**src/rsbc_pkg.sv**
```systemverilog
// Purpose: constants and the expected-pattern generator of the receive
//          status encoder and self-test checker
// Assumes: one character per enabled clock, flagged by a valid strobe
// Notes:   generator steps only on characters the checker compares
// Notes on behaviour
// - Self-test mode reports compare state on status
// - Lock loss forces checker to start state
// - Errors over matches by 17: await D0.0
// - Buffer fault holds start until re-centred
// - Code 101 means started, lock or buffer fault
// - Code 110 means compare mismatch
// - Code 111 means awaiting start-of-pattern character
// - Non-framing special character gives 001, priority 7
// - First type framing character gives 011
// - Undecodable character gives 100, priority 4
// - Disparity error gives 110
// - Lock loss gives 101, overrides all
// - Smallest priority number wins among conditions
// - Status type chosen by dedicated select
// - Status meaningful only with decoder enabled
package rsbc_pkg;
  // Register byte offsets
  localparam logic [3:0] REG_CTRL   = 4'h0;
  localparam logic [3:0] REG_EVENTS = 4'h4;
  localparam logic [3:0] REG_MASK   = 4'h8;
  localparam logic [3:0] REG_STATE  = 4'hc;
  // Control fields
  localparam int CTRL_BIST_EN  = 0;
  localparam int CTRL_TYPE_SEL = 1;
  localparam int CTRL_DEC_SEL  = 2;
  localparam logic [2:0] CTRL_RESET = 3'h4;
  // Event bits
  localparam int EV_W         = 6;
  localparam int EV_LOCK_LOSS = 0;
  localparam int EV_BUF_FAULT = 1;
  localparam int EV_CODEWORD  = 2;
  localparam int EV_DISPARITY = 3;
  localparam int EV_BIST_ERR  = 4;
  localparam int EV_LAST_BAD  = 5;
  // Status codes
  localparam logic [2:0] ST_NORMAL    = 3'h0;
  localparam logic [2:0] ST_SPECIAL   = 3'h1;
  localparam logic [2:0] ST_UNDERRUN  = 3'h2;
  localparam logic [2:0] ST_FRAMING   = 3'h3;
  localparam logic [2:0] ST_CODEWORD  = 3'h4;
  localparam logic [2:0] ST_LOCK      = 3'h5;
  localparam logic [2:0] ST_DISPARITY = 3'h6;
  localparam logic [2:0] ST_B_DATA    = 3'h0;
  localparam logic [2:0] ST_B_CMD     = 3'h1;
  localparam logic [2:0] ST_B_GOOD    = 3'h2;
  localparam logic [2:0] ST_B_BAD     = 3'h4;
  localparam logic [2:0] ST_B_START   = 3'h5;
  localparam logic [2:0] ST_B_ERROR   = 3'h6;
  localparam logic [2:0] ST_B_WAIT    = 3'h7;
  // Pattern constants
  localparam logic [7:0] FIRST_CHAR   = 8'h00;
  localparam int         EXCESS_LIMIT = 16;
  localparam int         RECENTRE_CHARS = 9;
  localparam int         SEQ_LEN      = 511;
  localparam logic [7:0] LFSR_SEED    = 8'h01;
  localparam logic [7:0] LFSR_TAPS    = 8'hb8;

  typedef enum logic [1:0] {
    RSBC_START, RSBC_AWAIT, RSBC_COMPARE
  } rsbc_state_t;
endpackage : rsbc_pkg

`timescale 1ns/1ps
module rsbc_pattern_gen
  import rsbc_pkg::*;
#(
  parameter int LEN_W = 9,
  parameter int LEN   = SEQ_LEN
) (
  // Clocking
  input  wire logic       clk_in,
  input  wire logic       rst_n_in,
  input  wire logic       ce_in,
  // Control
  input  wire logic       restart_in,
  input  wire logic       step_in,
  // Expected character
  output logic [7:0]      exp_char_out,
  output logic            exp_cmd_out,
  output logic            exp_last_out
);
  logic [7:0]       lfsr;
  logic [7:0]       next_lfsr;
  logic [LEN_W-1:0] pos;
  logic [LEN_W-1:0] next_pos;

  always_comb begin
    next_lfsr = lfsr;
    next_pos  = pos;
    if (restart_in) begin
      next_lfsr = LFSR_SEED;
      next_pos  = LEN_W'(1);
    end else if (step_in) begin
      next_lfsr = lfsr[0] ? ((lfsr >> 1) ^ LFSR_TAPS) : (lfsr >> 1);
      next_pos  = pos + LEN_W'(1);
    end
  end

  always_ff @(posedge clk_in or negedge rst_n_in) begin
    if (!rst_n_in) begin
      lfsr <= LFSR_SEED;
      pos  <= '0;
    end else if (ce_in) begin
      lfsr <= next_lfsr;
      pos  <= next_pos;
    end
  end

  // Command positions are a fixed subset so both kinds get exercised
  assign exp_char_out = lfsr;
  assign exp_cmd_out  = &lfsr[2:0];
  assign exp_last_out = (pos == LEN_W'(LEN - 1));
endmodule : rsbc_pattern_gen

```
**config.mk**
```make
export PLATFORM = sky130hd
export DESIGN_NAME = rsbc_pattern_gen
export DESIGN_NICKNAME = d
export VERILOG_FILES = /design/src/rsbc_pkg.sv
export SDC_FILE = /design/constraint.sdc
export NUM_CORES = 1
export LEC_CHECK = 0
export ABC_AREA = 0
export ABC_CLOCK_PERIOD_IN_PS = 1700
export BUFFER_PORTS_ARGS = -buffer_cell sky130_fd_sc_hd__buf_2
export CAP_MARGIN = 0
export CORE_UTILIZATION = 38
export CTS_CLUSTER_SIZE = 20
export DETAILED_ROUTE_END_ITERATION = 8
export HOLD_SLACK_MARGIN = 0.05
export PLACE_DENSITY = 0.63
export SYNTH_ARGS = -nofsm -noshare
export SYNTH_HDL_FRONTEND = slang
export SYNTH_SLANG_ARGS = --single-unit
```
**constraint.sdc**
```tcl
create_clock -name clk_in -period 1.7 [get_ports clk_in]
set_input_delay 0.34 -clock clk_in [delete_from_list [all_inputs] [get_ports clk_in]]
set_output_delay 0.34 -clock clk_in [all_outputs]
set_load 0.01 [all_outputs]
```
# Word level (Yosys, flattened, before mapping)
# Index checks and enable logic that the tools add are counted.
dict set report totals {
  regBits 17
  latch_bits 0
  ramBits 0
  romBits 0
  inputBits 5
  output_inout_bits 10
  elab_cells 13
  n_memories 0
}
dict set report classes {
  n_addsub 1
  multipliers 0
  div_mod_pow 0
  n_lt_le_gt_ge 0
  eq_ne 1
  n_shift 0
  n_mux 5
  n_bitwise 1
  reduce_logical 3
}
# cell n
set op_table {}
lappend op_table {{8-bit 2-to-1 mux} 3}
lappend op_table {{9-bit 2-to-1 mux} 2}
lappend op_table {{9-bit by 1-bit adder with 9-bit output (second input constant)} 1}
lappend op_table {{9-bit equality test (second input constant)} 1}
lappend op_table {{3-bit inverter with 4-bit output} 1}
lappend op_table {{3-bit AND reduction} 1}
lappend op_table {{2-bit AND reduction} 1}
lappend op_table {{2-bit nonzero test} 1}

# Logic depth before layout (Yosys ltp)
# Gate-level depths: netlist of the first run.
dict set report logic_depth {
  word_depth 4
  mapped_depth 5
}

# Least setup slack after synthesis of the first run
# OpenSTA, ideal clock, no wires.
dict set report synth_timing {
  kind {reg2out}
  from {register lfsr[0] (netlist: exp_char_out[0])}
  to {output port exp_cmd_out}
  t_arrival_ps 1002
  t_required_ps 1360
  setup_slack_ps 358
  path_stages_with_launch 3
  cell_sequence {dfstp_2 -> clkbuf_1 -> and3_1}
}
dict set report synth_between {
  elab_chain_len 1
}
# element line
set synth_rtl {}
lappend synth_rtl {{start: declaration} 87} ;# logic [7:0] lfsr;
lappend synth_rtl {{start signal: assignment} 109} ;# lfsr <= next_lfsr;
lappend synth_rtl {{3-bit AND reduction} 116} ;# assign exp_cmd_out = &lfsr[2:0];
lappend synth_rtl {{end: declaration} 84} ;# output logic exp_cmd_out,
# Every way passes these cells.

# Worst setup path in the final report of the first run
dict set report layout_timing {
  from {register pos[0]}
  to {register pos[8]}
}
dict set report layout_between {
  elab_chain_len 3
}
# element line
set layout_rtl {}
lappend layout_rtl {{start: declaration} 89} ;# logic [LEN_W-1:0] pos;
lappend layout_rtl {{start signal: assignment} 110} ;# pos <= next_pos;
lappend layout_rtl {{9-bit by 1-bit adder with 9-bit output} 100} ;# next_pos = pos + LEN_W'(1);
lappend layout_rtl {{9-bit 2-to-1 mux} 98} ;# end else if (step_in) begin
lappend layout_rtl {{9-bit 2-to-1 mux} 95} ;# if (restart_in) begin
# Every way passes these cells. The select of a mux whose other input is x is not followed.
# A chain may end at the register's enable or synchronous reset.

==> results.json, run 1 <==
{
  "worst_slew_pin_slew_ns": 0.382,
  "synth_area_um2": 881,
  "timing.final.crit_period_ns": 1.60,
  "cpPeakStageDelay_ns": 0.42,
  "criticalPathCategory": "reg -> reg",
  "core_area_um2": 2190,
  "whs_ns": 0.436,
  "whs_path_depth": 3,
  "crit_top_cell": "buf_4",
  "syn_inst": 89,
  "avgViaCountPerCell": 5.34,
  "placed_area_um2": 976,
  "initial_core_util": 0.402,
  "reg2reg_depth": 6,
  "fin_nets": 116,
  "overflow": 0,
  "tns_ns": 0,
  "peakVddDrop_mv": 0.559,
  "avgSynthCellArea_um2": 9.90,
  "vias": 726,
  "grt_max_degree": 26,
  "setup_viol": 0,
  "ys_types": 31,
  "cp_top_family": "simple AND/OR/NAND/NOR gates",
  "num-fill-cells": 216,
  "drive_above_1_share": 0.259,
  "numCtsBuffers": 3,
  "initialDrtViolationCount": 20,
  "drv_cap": 0,
  "cp_data_required_time_ns": 1.91,
  "ant_nets": 0,
  "cp.arrival_ns": 1.81,
  "clk_path_buf_depth": 2,
  "drc": 0,
  "hold_viol": 0,
  "diodes": 0,
  "htree_levels": 1,
  "clock_sinks": 17,
  "final_common_cell": "dfrtp_1",
  "ios": 15,
  "outcome": "completed",
  "crit_buf_inv": 2,
  "portBuffers": 14,
  "drv_slew": 0,
  "dieArea_um2": 2510,
  "insertion_delay_ns": 0.28,
  "synth_edf_count": 0,
  "die_y_um": 50.1,
  "wl_per_cell_um": 12.7,
  "cp.depth": 6,
  "hold_path.class": "in -> reg",
  "rsz0062_at_grt": "no",
  "gp_congestion": 0.796,
  "synthToLayoutAreaGrowth_pct": 17.6,
  "wirelength_mm": 1.73,
  "root_buffer": "clkbuf_4",
  "cts_tree": "yes",
  "antenna_found_initial": 0,
  "end_kind": "flop",
  "pre_cts_ws_ns": 0.270,
  "leakagePower_nw": 0.465,
  "grt_first_pass_wirelength_mm": 3.03,
  "path_cells": "buf_4, buf_4, ha_1, nand3_1, or4_1, a21boi_1",
  "design_area_um2": 1040,
  "std_cell_rows": 17,
  "fin_worst_skew_ns": 0.00294,
  "yosys_most_used_dff": "dfrtp_1",
  "grt_use_total": 0.159,
  "dp_hpwl_mm": 1.25,
  "ys_async_sr_fraction": 1.00,
  "max_freq_mhz": 624,
  "cp_max_fo": 5,
  "synth_fp_nets": 96,
  "fin_crit_sh": 0.943,
  "layout_setup_ws_ns": 0.0975,
  "worstSetupStartpointType": "flop",
  "grt_pass1_vias": 706,
  "p_per_area_nw_per_um2": 956,
  "ys.warnings.count": 0,
  "relSlewSlack": 0.745,
  "cpMaxStageDelayCell": "or4_1",
  "dieWidth_um": 50.1,
  "path_clk_slew_ns": 0.10,
  "yosys_register_bits": 17,
  "final_cell_mix": "16 x dfrtp_1, 14 x buf_2, 13 x nand2_1",
  "dr.pass1.iters": 4,
  "synth-seq-area-share": 0.484
}
==> Yosys cell counts, types with 2 or more instances <==
library cell	n	area (um2)
ha_1	2	25.0
nand2b_1	6	37.5
clkbuf_1	2	7.51
dfrtp_1	16	400
nand2_1	13	48.8
o21ai_0	7	35.0
o31ai_1	6	45.0
a21boi_1	2	15.0
buf_2	2	10.0
xnor2_1	3	26.3
nor2_1	2	7.51
o41ai_1	2	17.5
nand3_1	4	20.0
nand4_1	3	18.8
or4_1	2	15.0
inv_1	2	7.51
==> through the flow <==
stage	total power, mW	util	cells
2_1_floorplan	0.694	-	89
3_3_place_gp	0.768	0.445	128
3_5_place_dp	0.775	0.445	128
4_1_cts	0.989	0.463	133
5_1_grt	1.07	0.473	136
6_report	0.990	0.473	136
==> sequential cells by signal (all words and copies together) (netlist names) <==
register and count:
pos 9, exp_char_out 8
==> worst paths after layout <==
kind                                 start         endpoint  slack, ns
max                                 pos[0]           pos[8]        0.1
min                                  ce_in           pos[5]       0.44
max reg2reg                         pos[0]           pos[8]        0.1
min reg2reg                exp_char_out[7]  exp_char_out[7]       0.53
max in group asynchronous         rst_n_in  exp_char_out[0]       0.89
min in group asynchronous         rst_n_in           pos[8]       0.50
==> area by class of cell <==
cell class / count / area, um2 / share of cell area
multi-input cells: 65 / 422 / 0.407
flip-flops and latches: 17 / 427 / 0.412
repair buffers: 20 / 118 / 0.114
clock inverters: 1 / 5.00 / 0.00483
clock buffers: 3 / 22.5 / 0.0217
well taps: 28 / 35.0 / 0.0338
inverters: 2 / 7.51 / 0.00725
==> repair_timing <==
item | CTS | global route
buffers inserted | 0 | 3
gates resized for setup | 0 | 1
endpoints found under the setup margin | 0 | 1
hold buffers | 1 | 0
endpoints found under the hold margin | 16 | 0
==> worst reg2reg max path: cells and delay by family, from the launching register on <==
| kind | cells | cell delay [ns] |
|---|---|---|
| flops | 1 | 0.39 |
| fa+ha+maj | 1 | 0.22 |
| compound gates | 1 | 0.17 |
| buf+inv | 2 | 0.21 |
| simple gates | 2 | 0.54 |
==> cells by family (layout without fill, tap and decap cells) <==
| logic type | after synthesis | count (layout) | share of synthesized area |
|---|---|---|---|
| AOI/OAI and AO/OA | 25 | 25 | 0.209 |
| xor gates and xnor gates | 3 | 3 | 0.0298 |
| adders and majority gates | 2 | 2 | 0.0284 |
| buffers and inverters | 7 | 26 | 0.0369 |
| DFF | 17 | 17 | 0.484 |
| muxes | 2 | 2 | 0.0241 |
| and+or+nand+nor | 33 | 33 | 0.188 |
==> routing by layer <==
layer  GRT usage  routed length (um)
met1       0.202                 789
met2       0.269                 869
met3      0.0273                  56
met4      0.0571                  13
met5           0                   0
==> power by group <==
group	leakage (nW)	total (mW)	switching [mW]	internal, mW
registers	0.222	0.551	0.0857	0.465
clock network	0.0177	0.210	0.122	0.0872
logic	0.225	0.230	0.114	0.116
total	0.465	0.990	0.322	0.668
No activity file was read; power rests on OpenSTA's default activity.
==> run 2: changes to the inputs <==
ABC_CLOCK_PERIOD_IN_PS = 1890   (was 1700)
clock period = 1.89 ns   (was 1.7 ns; I/O delays follow)
==> run 2 against run 1 <==
Compared with the run above: sequential power fell by 10%; cell count fell by 2.2%; via count rose by 1.5%; die area did not move; power fell by 10%; setup slack improved by 0.090 ns; largest power group unchanged.
==> results.json, run 2 (same netlist as run 1, synthesis figures left out) <==
{
  "seq_power_share": 0.557,
  "pre_cts_ws_ns": 0.328,
  "final_cell_mix": "16 x dfrtp_1, 14 x buf_2, 13 x nand2_1",
  "drive_above_1_share": 0.229,
  "insertion_delay_ns": 0.30,
  "ios": 15,
  "numCtsBuffers": 3,
  "setup_viol": 0,
  "drc": 0,
  "swShare": 0.334,
  "overflow": 0,
  "cts_tree": "yes",
  "seqCellArea_um2": 427,
  "max_freq_mhz": 588,
  "worstSetupStartpointType": "flop",
  "dr.pass1.iters": 4,
  "num-fill-cells": 220,
  "grt_pass1_vias": 643,
  "synthToLayoutAreaGrowth_pct": 15.1,
  "end_kind": "output port",
  "cp.arrival_ns": 1.32,
  "relSlewSlack": 0.746,
  "layout_setup_ws_ns": 0.188,
  "timing.final.crit_period_ns": 1.70,
  "cp_max_fo": 4,
  "vias": 737,
  "worst_slew_pin_slew_ns": 0.381,
  "dp_hpwl_mm": 1.25,
  "drv_cap": 0,
  "whs_ns": 0.386,
  "power.total_uw": 887,
  "internal-power_uw": 590,
  "wl_per_cell_um": 13.2,
  "grt_max_degree": 27,
  "clk_path_buf_depth": 2,
  "initialDrtViolationCount": 13,
  "die_y_um": 50.1,
  "peakVddDrop_mv": 0.483,
  "hold_path.class": "in -> reg",
  "root_buffer": "clkbuf_4",
  "gp_congestion": 0.750,
  "clock_sinks": 17,
  "grt_use_total": 0.154,
  "final_cells": 133,
  "avgViaCountPerCell": 5.54,
  "ant_nets": 0,
  "reg2reg_depth": 4,
  "path_clk_slew_ns": 0.10,
  "whs_path_depth": 2,
  "diodes": 0,
  "p_per_area_nw_per_um2": 875,
  "fin_worst_skew_ns": 0.00379,
  "fin_nets": 113,
  "hold_viol": 0,
  "cp_data_required_time_ns": 1.51,
  "dieArea_um2": 2510,
  "fin_crit_sh": 0.901,
  "largest_reg_flops": 9,
  "wirelength_mm": 1.76,
  "outcome": "completed",
  "leakagePower_nw": 0.453,
  "grt_first_pass_wirelength_mm": 2.87,
  "dieWidth_um": 50.1,
  "p_clk_frac": 0.225,
  "tns_ns": 0,
  "antenna_found_initial": 0,
  "pwr-share-comb": 0.218,
  "drv_slew": 0,
  "power_switching_uw": 297,
  "criticalPathCategory": "reg -> out",
  "rsz0062_at_grt": "no",
  "final_common_cell": "dfrtp_1",
  "top_register": "pos",
  "dp_cells": 128,
  "core_area_um2": 2190,
  "initial_core_util": 0.402,
  "htree_levels": 1,
  "multiInputGateArea_um2": 422,
  "portBuffers": 14,
  "std_cell_rows": 17
}
==> run 2: cell types whose count changed in the layout (fill, tap and decap cells not counted) <==
cell / delta
inv_2: -1
inv_1: +1
buf_4: -3
==> run 2: final timing paths <==
path	endpoint	startpoint	slack (ns)
worst max-delay path	exp_last_out	pos[0]	0.19
worst min-delay path	exp_char_out[5]	restart_in	0.39
worst max register to register	pos[8]	pos[1]	0.40
worst min register to register	exp_char_out[3]	exp_char_out[3]	0.54
max in group asynchronous	exp_char_out[0]	rst_n_in	1.06
min in group asynchronous	pos[0]	rst_n_in	0.52
==> run 2: layout make-up <==
| cell class | count | area share |
|---|---|---|
| inverters | 2 | 0.00741 |
| clock buffers | 3 | 0.0222 |
| flip-flops and latches | 17 | 0.421 |
| repair buffers | 17 | 0.0938 |
| clock inverters | 1 | 0.00494 |
| well taps | 28 | 0.0346 |
| multi-input cells | 65 | 0.416 |
==> run 2: routing by layer <==
metal,wire length (um),vias up,share of wire,track usage
met4,24,0,0.014,0.0571
met3,86,4,0.049,0.0545
li1,-,357,-,-
met1,811,354,0.46,0.190
met5,0,-,0,0
met2,832,22,0.47,0.247
==> run 2: power by group through the flow <==
stage	Sequential, mW	Clock, mW	Combinational (mW)
finish	0.494	0.200	0.194
global route	0.503	0.224	0.215
CTS	0.494	0.205	0.197
detailed placement	0.502	0	0.195
global placement	0.501	0	0.192
floorplan	0.493	0	0.131
==> run 2: stage by stage <==
step / area (um2) / utilization
after floorplan: 881 / -
after global placement: 976 / 0.445
after detailed placement: 976 / 0.445
after CTS: 1010 / 0.463
after global routing: 1010 / 0.463
final: 1010 / 0.463
==> run 2: repair_timing <==
action                                 4_1_cts  5_1_grt
hold buffers                                 1        0
endpoints found under the hold margin       16        0
setup buffers                                0        0
gates resized for setup                      0        0
==> run 2: worst max-delay path: stages (launching register included) <==
cell	delay, ns
dfrtp_1	0.43
inv_1	0.11
ha_1	0.16
nand4_1	0.09
nor2_1	0.11
buf_2	0.14
==> run 3: changes to the inputs <==
CORE_UTILIZATION = 30   (was 38)
PLACE_DENSITY = 0.53   (was 0.63)
==> run 3 against run 2 <==
Compared with the run above: power is 1.3% lower; routed wire length fell by 1.1%; fmax up 0.36%; critical endpoint unchanged.
==> results.json, run 3 (same netlist as run 1, synthesis figures left out) <==
{
  "leakagePower_nw": 0.446,
  "grt_max_degree": 27,
  "cp_data_required_time_ns": 1.51,
  "fin_worst_skew_ns": 0.00239,
  "antenna_found_initial": 0,
  "hold_viol": 0,
  "cts_resized": 0,
  "hold_buffers": 1,
  "grt_pass1_vias": 660,
  "path_clk_slew_ns": 0.10,
  "grt_first_pass_wirelength_mm": 3.09,
  "std_cell_rows": 19,
  "avgViaCountPerCell": 5.21,
  "synthToLayoutAreaGrowth_pct": 14.5,
  "portBuffers": 14,
  "outcome": "completed",
  "dr.pass1.iters": 4,
  "clk_path_buf_depth": 2,
  "largest_reg_flops": 9,
  "htree_levels": 1,
  "max_freq_mhz": 590,
  "seq_power_share": 0.564,
  "peakVddDrop_mv": 0.575,
  "final_common_cell": "dfrtp_1",
  "drc": 0,
  "postCtsSetupRepairBufs": 0,
  "p_clk_frac": 0.218,
  "dieWidth_um": 56.2,
  "fin_util": 0.366,
  "dieArea_um2": 3160,
  "criticalPathCategory": "reg -> out",
  "ant_nets": 0,
  "final_cell_mix": "16 x dfrtp_1, 14 x buf_2, 13 x nand2_1",
  "overflow": 0,
  "cp_max_fo": 4,
  "pwr-share-comb": 0.218,
  "fin_crit_sh": 0.897,
  "worstSetupStartpointType": "flop",
  "tns_ns": 0,
  "setup_viol": 0,
  "cts_tree": "yes",
  "root_buffer": "clkbuf_4",
  "grt_use_total": 0.125,
  "worst_slew_pin_slew_ns": 0.865,
  "gp_congestion": 0.776,
  "relSlewSlack": 0.423,
  "drv_cap": 0,
  "diodes": 0,
  "num-fill-cells": 289,
  "layout_setup_ws_ns": 0.194,
  "clock_sinks": 17,
  "p_per_area_nw_per_um2": 868,
  "hold_path.class": "in -> reg",
  "dp_hpwl_mm": 1.25,
  "pre_cts_ws_ns": 0.211,
  "top_register": "pos",
  "swShare": 0.324,
  "vias": 703,
  "insertion_delay_ns": 0.28,
  "power_switching_uw": 283,
  "wirelength_mm": 1.74,
  "timing.final.crit_period_ns": 1.70,
  "ios": 15,
  "cp.arrival_ns": 1.32,
  "core_area_um2": 2760,
  "drive_above_1_share": 0.212,
  "die_y_um": 56.2,
  "wl_per_cell_um": 12.9,
  "rsz0062_at_grt": "no",
  "initial_core_util": 0.319,
  "fin_nets": 112,
  "numCtsBuffers": 3,
  "initialDrtViolationCount": 31,
  "end_kind": "output port",
  "internal-power_uw": 592,
  "drv_slew": 0
}
[run 3: layer usage]
layer  track usage  part of all wire  vias up
met1         0.178              0.49      332
met2         0.180              0.46       13
li1              -                 -      356
met4        0.0523            0.0069        0
met3        0.0326             0.043        2
met5             0                 0        -
[run 3: cell type report]
| cell class | instances | area (um2) | share of cell area |
|---|---|---|---|
| Inverter | 2 | 7.51 | 0.00744 |
| Timing Repair Buffer | 16 | 87.6 | 0.0868 |
| Sequential cell | 17 | 427 | 0.423 |
| Tap cell | 31 | 38.8 | 0.0385 |
| Multi-Input combinational cell | 65 | 422 | 0.418 |
| Clock buffer | 4 | 26.3 | 0.0261 |
[run 3: critical path: stages (launching register included)]
cell and delay [ns]:
dfrtp_1 0.42, inv_1 0.11, ha_1 0.15, nand4_1 0.09, nor2_1 0.12, buf_2 0.14
[run 3: power by group through the flow]
stage | sequential, mW | combinational (mW) | clock [mW]
2_1_floorplan | 0.493 | 0.131 | 0
3_3_place_gp | 0.501 | 0.190 | 0
3_5_place_dp | 0.503 | 0.192 | 0
4_1_cts | 0.496 | 0.194 | 0.203
5_1_grt | 0.507 | 0.218 | 0.222
6_report | 0.493 | 0.191 | 0.191
[run 3: worst paths after layout]
| kind | end | slack, ns | cells past startpoint | start |
|---|---|---|---|---|
| setup / recovery | exp_last_out | 0.19 | 5 | pos[0] |
| hold / removal | pos[5] | 0.47 | 3 | ce_in |
| setup reg to reg | pos[8] | 0.41 | 4 | pos[1] |
| hold reg to reg | exp_char_out[3] | 0.52 | 2 | exp_char_out[3] |
| max in group asynchronous | exp_char_out[0] | 1.04 | 2 | rst_n_in |
| min in group asynchronous | pos[5] | 0.54 | 2 | rst_n_in |
[run 3: per-stage QoR]
| stage | hold WS [ns] | total power, mW | std cells | area, um2 |
|---|---|---|---|---|
| 2_1_floorplan | 0.0824 | 0.624 | 89 | 881 |
| 3_3_place_gp | 0.328 | 0.691 | 130 | 972 |
| 3_5_place_dp | 0.335 | 0.695 | 130 | 972 |
| 4_1_cts | 0.465 | 0.894 | 135 | 1010 |
| 5_1_grt | 0.477 | 0.946 | 135 | 1010 |
| 6_report | 0.470 | 0.875 | 135 | 1010 |
